[src/shared/scl_consts.vh]
`ifndef SCL_CONSTS_VH
`define SCL_CONSTS_VH

// ----------------------------------------------------------------
// Timing
// ----------------------------------------------------------------
`define SCL_CORE_PERIOD_NS 10
`define SCL_CLK_HALF_NS    200
// Half link period less one, in core cycles
`define SCL_HALF_LAST      8'h13
`define SCL_DIV_W          8

// ----------------------------------------------------------------
// Word layout and load frame
// ----------------------------------------------------------------
`define SCL_WORD_W         8
`define SCL_VEC_BYTES      8
`define SCL_VEC_W          64
`define SCL_FRAME_BYTES    4'hA
`define SCL_LAST_IDX       4'h9
`define SCL_FIFO_DEPTH     32
`define SCL_FIFO_AW        5

// ----------------------------------------------------------------
// Command and marker bytes
// ----------------------------------------------------------------
`define SCL_BEGIN_CMD      8'hC0
`define SCL_FINISH_CMD     8'h80
`define SCL_START_MARK     8'hA5
`define SCL_END_MARK       8'h5A

// ----------------------------------------------------------------
// Built-in defaults and vector fields
// ----------------------------------------------------------------
`define SCL_DEFAULT_VEC    64'h0000_0000_0000_0000
`define SCL_UP_EN_BIT      0
`define SCL_FLT_MODE_LSB   1
`define SCL_FLT_HIGH       2'h0
`define SCL_FLT_LOW        2'h1
`define SCL_FLT_STICKY     2'h2
`define SCL_FLT_OFF        2'h3

// ----------------------------------------------------------------
// Pin synchroniser lanes: data, reset pin, link sync, pll lock
// ----------------------------------------------------------------
`define SCL_SYNC_W         4
`define SCL_SYNC_INIT      4'h2
`define SCL_LN_DATA        0
`define SCL_LN_RSTN        1
`define SCL_LN_SYNC        2
`define SCL_LN_LOCK        3

`endif

[src/hdl/scl_loader.v]
// Overview of operation
// (RULE1) Load vectors from serial memory after reset
// (RULE2) Partner supplies start and end markers
// (RULE3) Failed or badly framed load keeps defaults
// (RULE4) Data moves as eight-bit words
// (RULE5) Partner streams everything after one select
// (RULE6) Device drives the configuration clock
// (RULE7) Only begin and finish commands issued
// (RULE8) Low reset pin acts at any time
// (RULE9) Reset pin held low four reference cycles
// (RULE10) Reset: parallel outputs low, serial high
// (RULE11) Reset: configuration data pin released
// (RULE12) Report upstream sync loss when enabled
// (RULE13) Fault output behaviour chosen by vector field
// (RULE14) Core clock from PLL locked to reference
// (RULE15) Apply loaded vectors only after clean frame
`timescale 1ns/10ps
`include "scl_consts.vh"
module scl_loader
(
   // Core clock and reset
   input  wire                   core_clk,
   input  wire                   srst,
   // Device pins: reset, PLL status
   input  wire                   ext_rst_n,
   input  wire                   pll_locked,
   // Configuration interface
   output wire                   cfg_clk_out,
   input  wire                   cfg_data_in,
   output wire                   cfg_data_out,
   output wire                   cfg_data_oe,
   // Vector consumer
   input  wire                   consumer_busy,
   output wire [`SCL_VEC_W-1:0]  cfg_vec,
   output wire                   load_done,
   output wire                   load_ok,
   // Downstream serial pads
   input  wire                   ser_p_src,
   input  wire                   ser_n_src,
   output wire                   downstream_serial_out_p,
   output wire                   downstream_serial_out_n,
   // Upstream link status
   input  wire                   link_sync_ok,
   output wire                   link_fault_out
);

   // ----------------------------------------------------------------
   // States
   // ----------------------------------------------------------------
   localparam ST_WAIT = 3'h0;
   localparam ST_CMD  = 3'h1;
   localparam ST_RX   = 3'h2;
   localparam ST_FIN  = 3'h3;
   localparam ST_END  = 3'h4;
   localparam [`SCL_DIV_W-1:0] HALF_LAST = `SCL_HALF_LAST;

   // ----------------------------------------------------------------
   // Pin synchronisers
   // ----------------------------------------------------------------
   reg  [`SCL_SYNC_W-1:0] s1_r;
   reg  [`SCL_SYNC_W-1:0] s2_r;
   reg  [`SCL_SYNC_W-1:0] s3_r;
   reg  [`SCL_SYNC_W-1:0] filt_r;
   wire [`SCL_SYNC_W-1:0] filt_nxt;
   wire [`SCL_SYNC_W-1:0] agree;

   // Change accepted only once stages two and three agree
   assign agree    = ~(s2_r ^ s3_r);
   assign filt_nxt = (agree & s3_r) | (~agree & filt_r);

   always @(posedge core_clk)
   begin
      if (srst)
      begin
         s1_r   <= `SCL_SYNC_INIT;
         s2_r   <= `SCL_SYNC_INIT;
         s3_r   <= `SCL_SYNC_INIT;
         filt_r <= `SCL_SYNC_INIT;
      end
      else
      begin
         s1_r   <= {pll_locked, link_sync_ok, ext_rst_n, cfg_data_in};
         s2_r   <= s1_r;
         s3_r   <= s2_r;
         filt_r <= filt_nxt;
      end
   end

   wire din_f  = filt_r[`SCL_LN_DATA];
   wire lock_f = filt_r[`SCL_LN_LOCK];
   wire sync_f = filt_r[`SCL_LN_SYNC];
   // Short pin pulses may be missed by the filter; hold low long enough
   wire rst    = srst | ~filt_r[`SCL_LN_RSTN];        // [RULE8] [RULE9]
   // Raw pin gates the pads so they act without waiting for a clock
   wire hold   = rst | ~ext_rst_n;                    // [RULE8]

   // ----------------------------------------------------------------
   // Serial engine
   // ----------------------------------------------------------------
   reg  [2:0]                st_r;
   reg  [`SCL_DIV_W-1:0]     div_r;
   reg                       sck_r;
   reg                       oe_r;
   reg  [`SCL_WORD_W-1:0]    tx_sh_r;
   reg  [`SCL_WORD_W-1:0]    rx_sh_r;
   reg  [2:0]                bit_r;
   reg  [3:0]                byte_r;
   reg                       pend_r;
   reg  [`SCL_WORD_W-1:0]    push_data_r;
   wire                      fifo_in_ready;
   wire                      running;
   wire                      stall;
   wire                      tick;
   wire                      fall;

   assign running = (st_r == ST_CMD) | (st_r == ST_RX) | (st_r == ST_FIN);
   // Full buffer freezes the clock low until a slot frees
   assign stall   = pend_r & ~fifo_in_ready;
   assign tick    = running & ~stall & (div_r == HALF_LAST);
   assign fall    = tick & sck_r;

   always @(posedge core_clk)
   begin
      if (rst)
      begin
         st_r    <= ST_WAIT;
         div_r   <= {`SCL_DIV_W{1'b0}};
         sck_r   <= 1'b0;
         oe_r    <= 1'b0;
         tx_sh_r <= {`SCL_WORD_W{1'b0}};
         rx_sh_r <= {`SCL_WORD_W{1'b0}};
         bit_r   <= 3'h0;
         byte_r  <= 4'h0;
         pend_r  <= 1'b0;
         push_data_r <= {`SCL_WORD_W{1'b0}};
      end
      else
      begin
         if (pend_r && fifo_in_ready)
         begin
            pend_r <= 1'b0;
         end
         if (running && !stall)
         begin
            div_r <= tick ? {`SCL_DIV_W{1'b0}} : div_r + 1'b1;
         end
         if (tick)
         begin
            sck_r <= ~sck_r;                          // [RULE6]
         end
         case (st_r)
            ST_WAIT:
            begin
               // Wait for a stable core clock before clocking out
               if (lock_f)                            // [RULE14]
               begin
                  st_r    <= ST_CMD;                  // [RULE1]
                  tx_sh_r <= `SCL_BEGIN_CMD;          // [RULE7]
                  oe_r    <= 1'b1;
                  div_r   <= {`SCL_DIV_W{1'b0}};
               end
            end
            ST_CMD, ST_FIN:
            begin
               if (fall)
               begin
                  tx_sh_r <= {tx_sh_r[`SCL_WORD_W-2:0], 1'b0};
                  bit_r   <= bit_r + 1'b1;
                  if (bit_r == 3'h7)
                  begin
                     st_r <= (st_r == ST_CMD) ? ST_RX : ST_END;
                     oe_r <= 1'b0;
                  end
               end
            end
            ST_RX:
            begin
               // One select, then the whole frame streams in
               if (fall)                              // [RULE5]
               begin
                  rx_sh_r <= {rx_sh_r[`SCL_WORD_W-2:0], din_f};
                  bit_r   <= bit_r + 1'b1;
                  if (bit_r == 3'h7)                  // [RULE4]
                  begin
                     pend_r <= 1'b1;
                     push_data_r <= {rx_sh_r[`SCL_WORD_W-2:0], din_f};
                     byte_r <= byte_r + 1'b1;
                     if (byte_r == `SCL_LAST_IDX)
                     begin
                        st_r    <= ST_FIN;
                        tx_sh_r <= `SCL_FINISH_CMD;   // [RULE7]
                        oe_r    <= 1'b1;
                     end
                  end
               end
            end
            ST_END:  st_r <= ST_END;
            default: st_r <= ST_WAIT;
         endcase
      end
   end

   // ----------------------------------------------------------------
   // Byte buffer
   // ----------------------------------------------------------------
   wire                   fifo_out_valid;
   wire                   fifo_out_ready;
   wire [`SCL_WORD_W-1:0] fifo_out_data;

   scl_fifo
   #(
      .WIDTH (`SCL_WORD_W),
      .DEPTH (`SCL_FIFO_DEPTH),
      .AW    (`SCL_FIFO_AW)
   )
   u_fifo
   (
      .core_clk  (core_clk),
      .srst      (rst),
      .in_valid  (pend_r),
      .in_ready  (fifo_in_ready),
      .in_data   (push_data_r),
      .out_valid (fifo_out_valid),
      .out_ready (fifo_out_ready),
      .out_data  (fifo_out_data)
   );

   // ----------------------------------------------------------------
   // Frame check and vector store
   // ----------------------------------------------------------------
   reg  [`SCL_WORD_W-1:0] shadow [0:`SCL_VEC_BYTES-1];
   reg  [3:0]             idx_r;
   reg                    start_ok_r;
   reg                    done_r;
   reg                    ok_r;
   reg  [`SCL_VEC_W-1:0]  vec_r;
   wire                   pop;
   integer                i;

   assign fifo_out_ready = ~consumer_busy & ~done_r;
   assign pop            = fifo_out_valid & fifo_out_ready;

   always @(posedge core_clk)
   begin
      if (rst)
      begin
         idx_r      <= 4'h0;
         start_ok_r <= 1'b0;
         done_r     <= 1'b0;
         ok_r       <= 1'b0;
         vec_r      <= `SCL_DEFAULT_VEC;              // [RULE3]
      end
      else if (pop)
      begin
         idx_r <= idx_r + 1'b1;
         if (idx_r != 4'h0 && idx_r != `SCL_LAST_IDX)
         begin
            shadow[idx_r[2:0] - 3'h1] <= fifo_out_data;
         end
         if (idx_r == 4'h0)
         begin
            start_ok_r <= (fifo_out_data == `SCL_START_MARK); // [RULE2]
         end
         if (idx_r == `SCL_LAST_IDX)
         begin
            done_r <= 1'b1;
            // Bad marker on either end leaves the defaults standing
            if (start_ok_r && fifo_out_data == `SCL_END_MARK) // [RULE3]
            begin
               ok_r <= 1'b1;
               for (i = 0; i < `SCL_VEC_BYTES; i = i + 1)
               begin
                  vec_r[i*`SCL_WORD_W +: `SCL_WORD_W] <= shadow[i]; // [RULE15]
               end
            end
         end
      end
   end

   // ----------------------------------------------------------------
   // Link fault reporting
   // ----------------------------------------------------------------
   reg        fault_r;
   reg        sticky_r;
   reg        fault_nxt;
   wire [1:0] flt_mode = vec_r[`SCL_FLT_MODE_LSB +: 2];
   wire       up_en    = vec_r[`SCL_UP_EN_BIT];
   wire       lost     = up_en & ~sync_f;             // [RULE12]

   always @*
   begin
      case (flt_mode)                                 // [RULE13]
         `SCL_FLT_HIGH:   fault_nxt = lost;
         `SCL_FLT_LOW:    fault_nxt = ~lost;
         `SCL_FLT_STICKY: fault_nxt = sticky_r | lost;
         `SCL_FLT_OFF:    fault_nxt = 1'b0;
         default:         fault_nxt = 1'b0;
      endcase
   end

   always @(posedge core_clk)
   begin
      if (rst)
      begin
         fault_r  <= 1'b0;
         sticky_r <= 1'b0;
      end
      else
      begin
         fault_r <= fault_nxt;
         // Latched loss clears only through reset
         if (lost && flt_mode == `SCL_FLT_STICKY)
         begin
            sticky_r <= 1'b1;
         end
      end
   end

   // ----------------------------------------------------------------
   // Pad drive
   // ----------------------------------------------------------------
   assign cfg_clk_out    = sck_r & ~hold;             // [RULE10]
   assign cfg_data_out   = tx_sh_r[`SCL_WORD_W-1] & ~hold;
   assign cfg_data_oe    = oe_r & ~hold;              // [RULE11]
   assign link_fault_out = fault_r & ~hold;           // [RULE10]
   assign downstream_serial_out_p = hold | ser_p_src; // [RULE10]
   assign downstream_serial_out_n = hold | ser_n_src; // [RULE10]
   assign cfg_vec        = vec_r;
   assign load_done      = done_r & ~hold;
   assign load_ok        = ok_r & ~hold;

endmodule

[src/hdl/scl_fifo.v]
`timescale 1ns/10ps
module scl_fifo
#(
   parameter WIDTH = 8,
   parameter DEPTH = 32,
   parameter AW    = 5
)
(
   // Clock and reset
   input  wire             core_clk,
   input  wire             srst,
   // Fill side
   input  wire             in_valid,
   output wire             in_ready,
   input  wire [WIDTH-1:0] in_data,
   // Drain side
   output wire             out_valid,
   input  wire             out_ready,
   output wire [WIDTH-1:0] out_data
);

   reg  [WIDTH-1:0] mem [0:DEPTH-1];
   reg  [AW-1:0]    wr_ptr_r;
   reg  [AW-1:0]    rd_ptr_r;
   reg  [AW:0]      count_r;
   wire             push;
   wire             pop;

   assign in_ready  = (count_r != DEPTH[AW:0]);
   assign out_valid = (count_r != {(AW+1){1'b0}});
   assign out_data  = mem[rd_ptr_r];
   assign push      = in_valid & in_ready;
   assign pop       = out_valid & out_ready;

   always @(posedge core_clk)
   begin
      if (push)
      begin
         mem[wr_ptr_r] <= in_data;
      end
   end

   always @(posedge core_clk)
   begin
      if (srst)
      begin
         wr_ptr_r <= {AW{1'b0}};
         rd_ptr_r <= {AW{1'b0}};
         count_r  <= {(AW+1){1'b0}};
      end
      else
      begin
         if (push)
         begin
            wr_ptr_r <= wr_ptr_r + 1'b1;
         end
         if (pop)
         begin
            rd_ptr_r <= rd_ptr_r + 1'b1;
         end
         if (push && !pop)
         begin
            count_r <= count_r + 1'b1;
         end
         else if (pop && !push)
         begin
            count_r <= count_r - 1'b1;
         end
      end
   end

endmodule

[config.mk]
export PLATFORM = sky130hd
export DESIGN_NAME = scl_loader
export DESIGN_NICKNAME = d
export VERILOG_FILES = /design/src/hdl/scl_loader.v /design/src/hdl/scl_fifo.v
export VERILOG_INCLUDE_DIRS = /design/src /design/src/shared
export SDC_FILE = /design/constraint.sdc
export NUM_CORES = 1
export LEC_CHECK = 0
export ABC_AREA = 1
export CAP_MARGIN = 10
export CORE_ASPECT_RATIO = 0.75
export CORE_MARGIN = 2
export CORE_UTILIZATION = 29
export DETAILED_ROUTE_END_ITERATION = 8
export DONT_BUFFER_PORTS = 1
export PLACE_DENSITY = 0.43
export SETUP_SLACK_MARGIN = 0.2
export SYNTH_ARGS = -nofsm -noshare
export SYNTH_HDL_FRONTEND = slang
export SYNTH_HIERARCHICAL = 1
export SYNTH_SLANG_ARGS = --single-unit
[constraint.sdc]
create_clock -name core_clk -period 4.75 [get_ports core_clk]
set_input_delay 0.475 -clock core_clk [delete_from_list [all_inputs] [get_ports core_clk]]
set_output_delay 0.475 -clock core_clk [all_outputs]
set_load 0.01 [all_outputs]
==> qor.yml <==
antenna_found_initial: 0
crit_top_cell: "nand2_1"
synth_top_family_by_area: "simple AND/OR/NAND/NOR gates"
layout-area-overhead-vs-synth_pct: 13.5
min_period_ns: 3.52
root_buffer: "clkbuf_16"
ant_nets: 0
worstMarginPinSlew_ns: 1.24
row_count: 80
cts_buffers: 49
ys_warn_count: 6
synth.top_cell.area_share: 0.513
synthSimpleGateAreaFrac: 0.223
cp-end-kind: "flip-flop"
synthMuxAreaShare: 0
dr.pass1.iters: 5
dieArea_mm2: 0.0666
cp_top_family: "simple AND/OR/NAND/NOR gates"
async_flop_share: 0
core-area_mm2: 0.0638
grt_pass1_vias: 12002
path_buf_inv: 3
drive_above_1_share: 0.0831
synth_edf_count: 320
clk_latency_ns: 0.58
finalHoldViolCount: 0
synth_compound_gate_area_share: 0.0384
via_count: 12485
rsz0062_at_grt: "no"
first_iter_violations: 893
min_to: "idx_r[1]$_SDFFE_PP0P_"
min_delay_path_depth: 3
ys.flop_type: "edfxtp_1"
groute.usage.overall: 0.142
postCtsSetupRepairBufs: 0
critPathMaxStageDelay_ns: 0.46
ys_types: 38
ys_ff_latch: 468
grt_pass1_wl_mm: 73.4
status: "completed"
p_leak_nw: 7.62
yosys.area.top_type: "edfxtp_1"
place.port_buffers: 0
place_congestion: 0.810
drv_slew: 0
syn_inst: 1794
fmax_mhz: 284
wl_per_cell_um: 17.5
ir_drop_uv: 239
layout_common_cells: "nand2_1, edfxtp_1, nand3_1"
gr-total-overflow: 0
worstPathArrival_ns: 3.96
grt_max_degree: 129
die_y_um: 224
hold_class: "in -> reg"
dpl.hpwl_mm: 29.0
route.detailed.drc: 0
ff2ff_path_depth: 16
syn-num-nets: 1823
skew_ns: 0.00992
path_class: "reg -> reg"
h-tree-depth: 2
synthAdderAreaFrac: 0.0138
required_ns: 5.19
die_w_um: 297
mostFrequentLayoutCell: "nand2_1"
nets: 1845
startpoint_type: "flip-flop"
syn_area_mm2: 0.0187
wl_mm: 47.6
clkSlewWorstSetupHoldPaths_ns: 0.06
ff2ff_setup_slack_ns: 1.23
relSlewSlack: 0.170
ctsHoldBuffers: 5
powerDensity_mw_per_mm2: 378
top_level_ports: 81
synth_area_leaders: "edfxtp_1, dfxtp_1, nand2_1"
clock_sinks: 468
finalSetupTns_ns: 0
viasPerCell: 4.60
num_antenna_cells: 0
reg2reg_to: "cfg_vec[43]$_SDFFE_PP0P_"
dp.cells: 2618
post_cts_resized: 0
final_cell_count_no_fill: 2714
synth-xor-area-share: 0.00514
worstPathCellList: "clkinv_2 -> buf_12 -> nand2_1 -> nand3_1 -> nand3_1 -> nand2_1 -> nand2_1 -> nand2_1 -> nand2_1 -> nand2_1 -> nand3_1 -> nor4_1 -> nand2_2 -> buf_4 -> o21ai_0 -> nor2_1"
hp-start: "consumer_busy"
ys_seq_area_frac: 0.671
syn_avg_cell_area_um2: 10.4
clk_path_buf_depth: 3
min_period_over_period: 0.740
drv_cap: 0
slowest_stage: "o21ai_0"
start_util: 0.294
path_max_fanout: 57
cts_tree: "built"
finalSetupViolCount: 0
==> Yosys cell counts (4+ instances only) <==
cell and number:
nand4_1 9, xor2_1 8, nand2_1 473, nand3_1 218, a21oi_1 45, ha_1 19, clkbuf_1 24, inv_1 82
nor2_1 205, o21ai_1 14, nor3_1 45, or2_2 4, o21ai_0 74, buf_2 26, buf_4 5, inv_2 6
buf_6 26, buf_1 6, dfxtp_1 148, nor3b_1 4, edfxtp_1 320
==> how the worst max path moves through the flow <==
stage               startpoint                       end  slack [ns]  cells past startpoint
finish               flip-flop  cfg_vec[43]$_SDFFE_PP0P_        1.23                     16
global route         flip-flop  cfg_vec[43]$_SDFFE_PP0P_        0.92                     15
CTS                  flip-flop  cfg_vec[43]$_SDFFE_PP0P_        1.24                     16
detailed placement   flip-flop  cfg_vec[43]$_SDFFE_PP0P_        1.25                     16
global placement     flip-flop  cfg_vec[43]$_SDFFE_PP0P_        1.26                     15
floorplan            flip-flop  cfg_vec[12]$_SDFFE_PP0P_        2.44                     19
==> cell type report <==
| class | instances | area, µm² |
|---|---|---|
| fill | 6437 | 42500 |
| sequential | 468 | 12600 |
| multi-input combinational | 1148 | 5250 |
| clock buffer | 71 | 1400 |
| tap | 861 | 1080 |
| timing repair buffer | 58 | 520 |
| inverter | 91 | 343 |
| clock inverter | 17 | 80.1 |
==> state kept, by name, indices dropped and copies added (netlist names), 6 cells and up, named ones only <==
| register | count |
|---|---|
| u_fifo/mem | 256 |
| cfg_vec | 64 |
| shadow | 64 |
| div_r | 8 |
| push_data_r | 8 |
| rx_sh_r | 7 |
| u_fifo/count_r | 6 |
==> per-stage QoR <==
step	util	hold WS (ns)	power (mW)	area, µm²	setup slack (ns)
floorplan	-	0.388	4.51	18700	2.44
global placement	0.308	0.398	4.54	19700	1.26
detailed placement	0.309	0.393	4.54	19700	1.25
CTS	0.333	0.176	8.15	21200	1.24
global route	0.333	0.215	8.32	21300	0.924
finish	0.333	0.211	8.04	21300	1.23
==> per-layer routing <==
metal | vias to the layer above | wire length, µm | global-route usage | part of all wire
met5 | - | 0 | 0 | 0
met4 | 0 | 851 | 0.0370 | 0.018
met3 | 59 | 2150 | 0.0236 | 0.045
met2 | 225 | 19700 | 0.205 | 0.41
met1 | 6081 | 24900 | 0.219 | 0.52
li1 | 6120 | - | - | -
==> report_power, final <==
group / total (mW) / internal (mW) / switching, mW
registers: 4.32 / 4.31 / 0.00965
clock network: 3.59 / 2.04 / 1.55
logic: 0.130 / 0.0388 / 0.0909
==> cell families after synthesis <==
logic type / after synthesis
flip-flops: 468
buffers and inverters: 178
AO/OA/AOI/OAI: 140
AND/OR/NAND/NOR: 977
adder cells (fa/ha/maj): 20
XOR/XNOR: 11
==> worst reg2reg max path: stages, from the launching register on <==
cell and delay (ns):
dfxtp_4 0.35, clkinv_2 0.25, buf_12 0.32, nand2_1 0.12
nand3_1 0.10, nand3_1 0.08, nand2_1 0.15, nand2_1 0.08
nand2_1 0.07, nand2_1 0.05, nand2_1 0.41, nand3_1 0.15
nor4_1 0.30, nand2_2 0.13, buf_4 0.27, o21ai_0 0.47
nor2_1 0.08
Power figures use the tool's default switching activity.
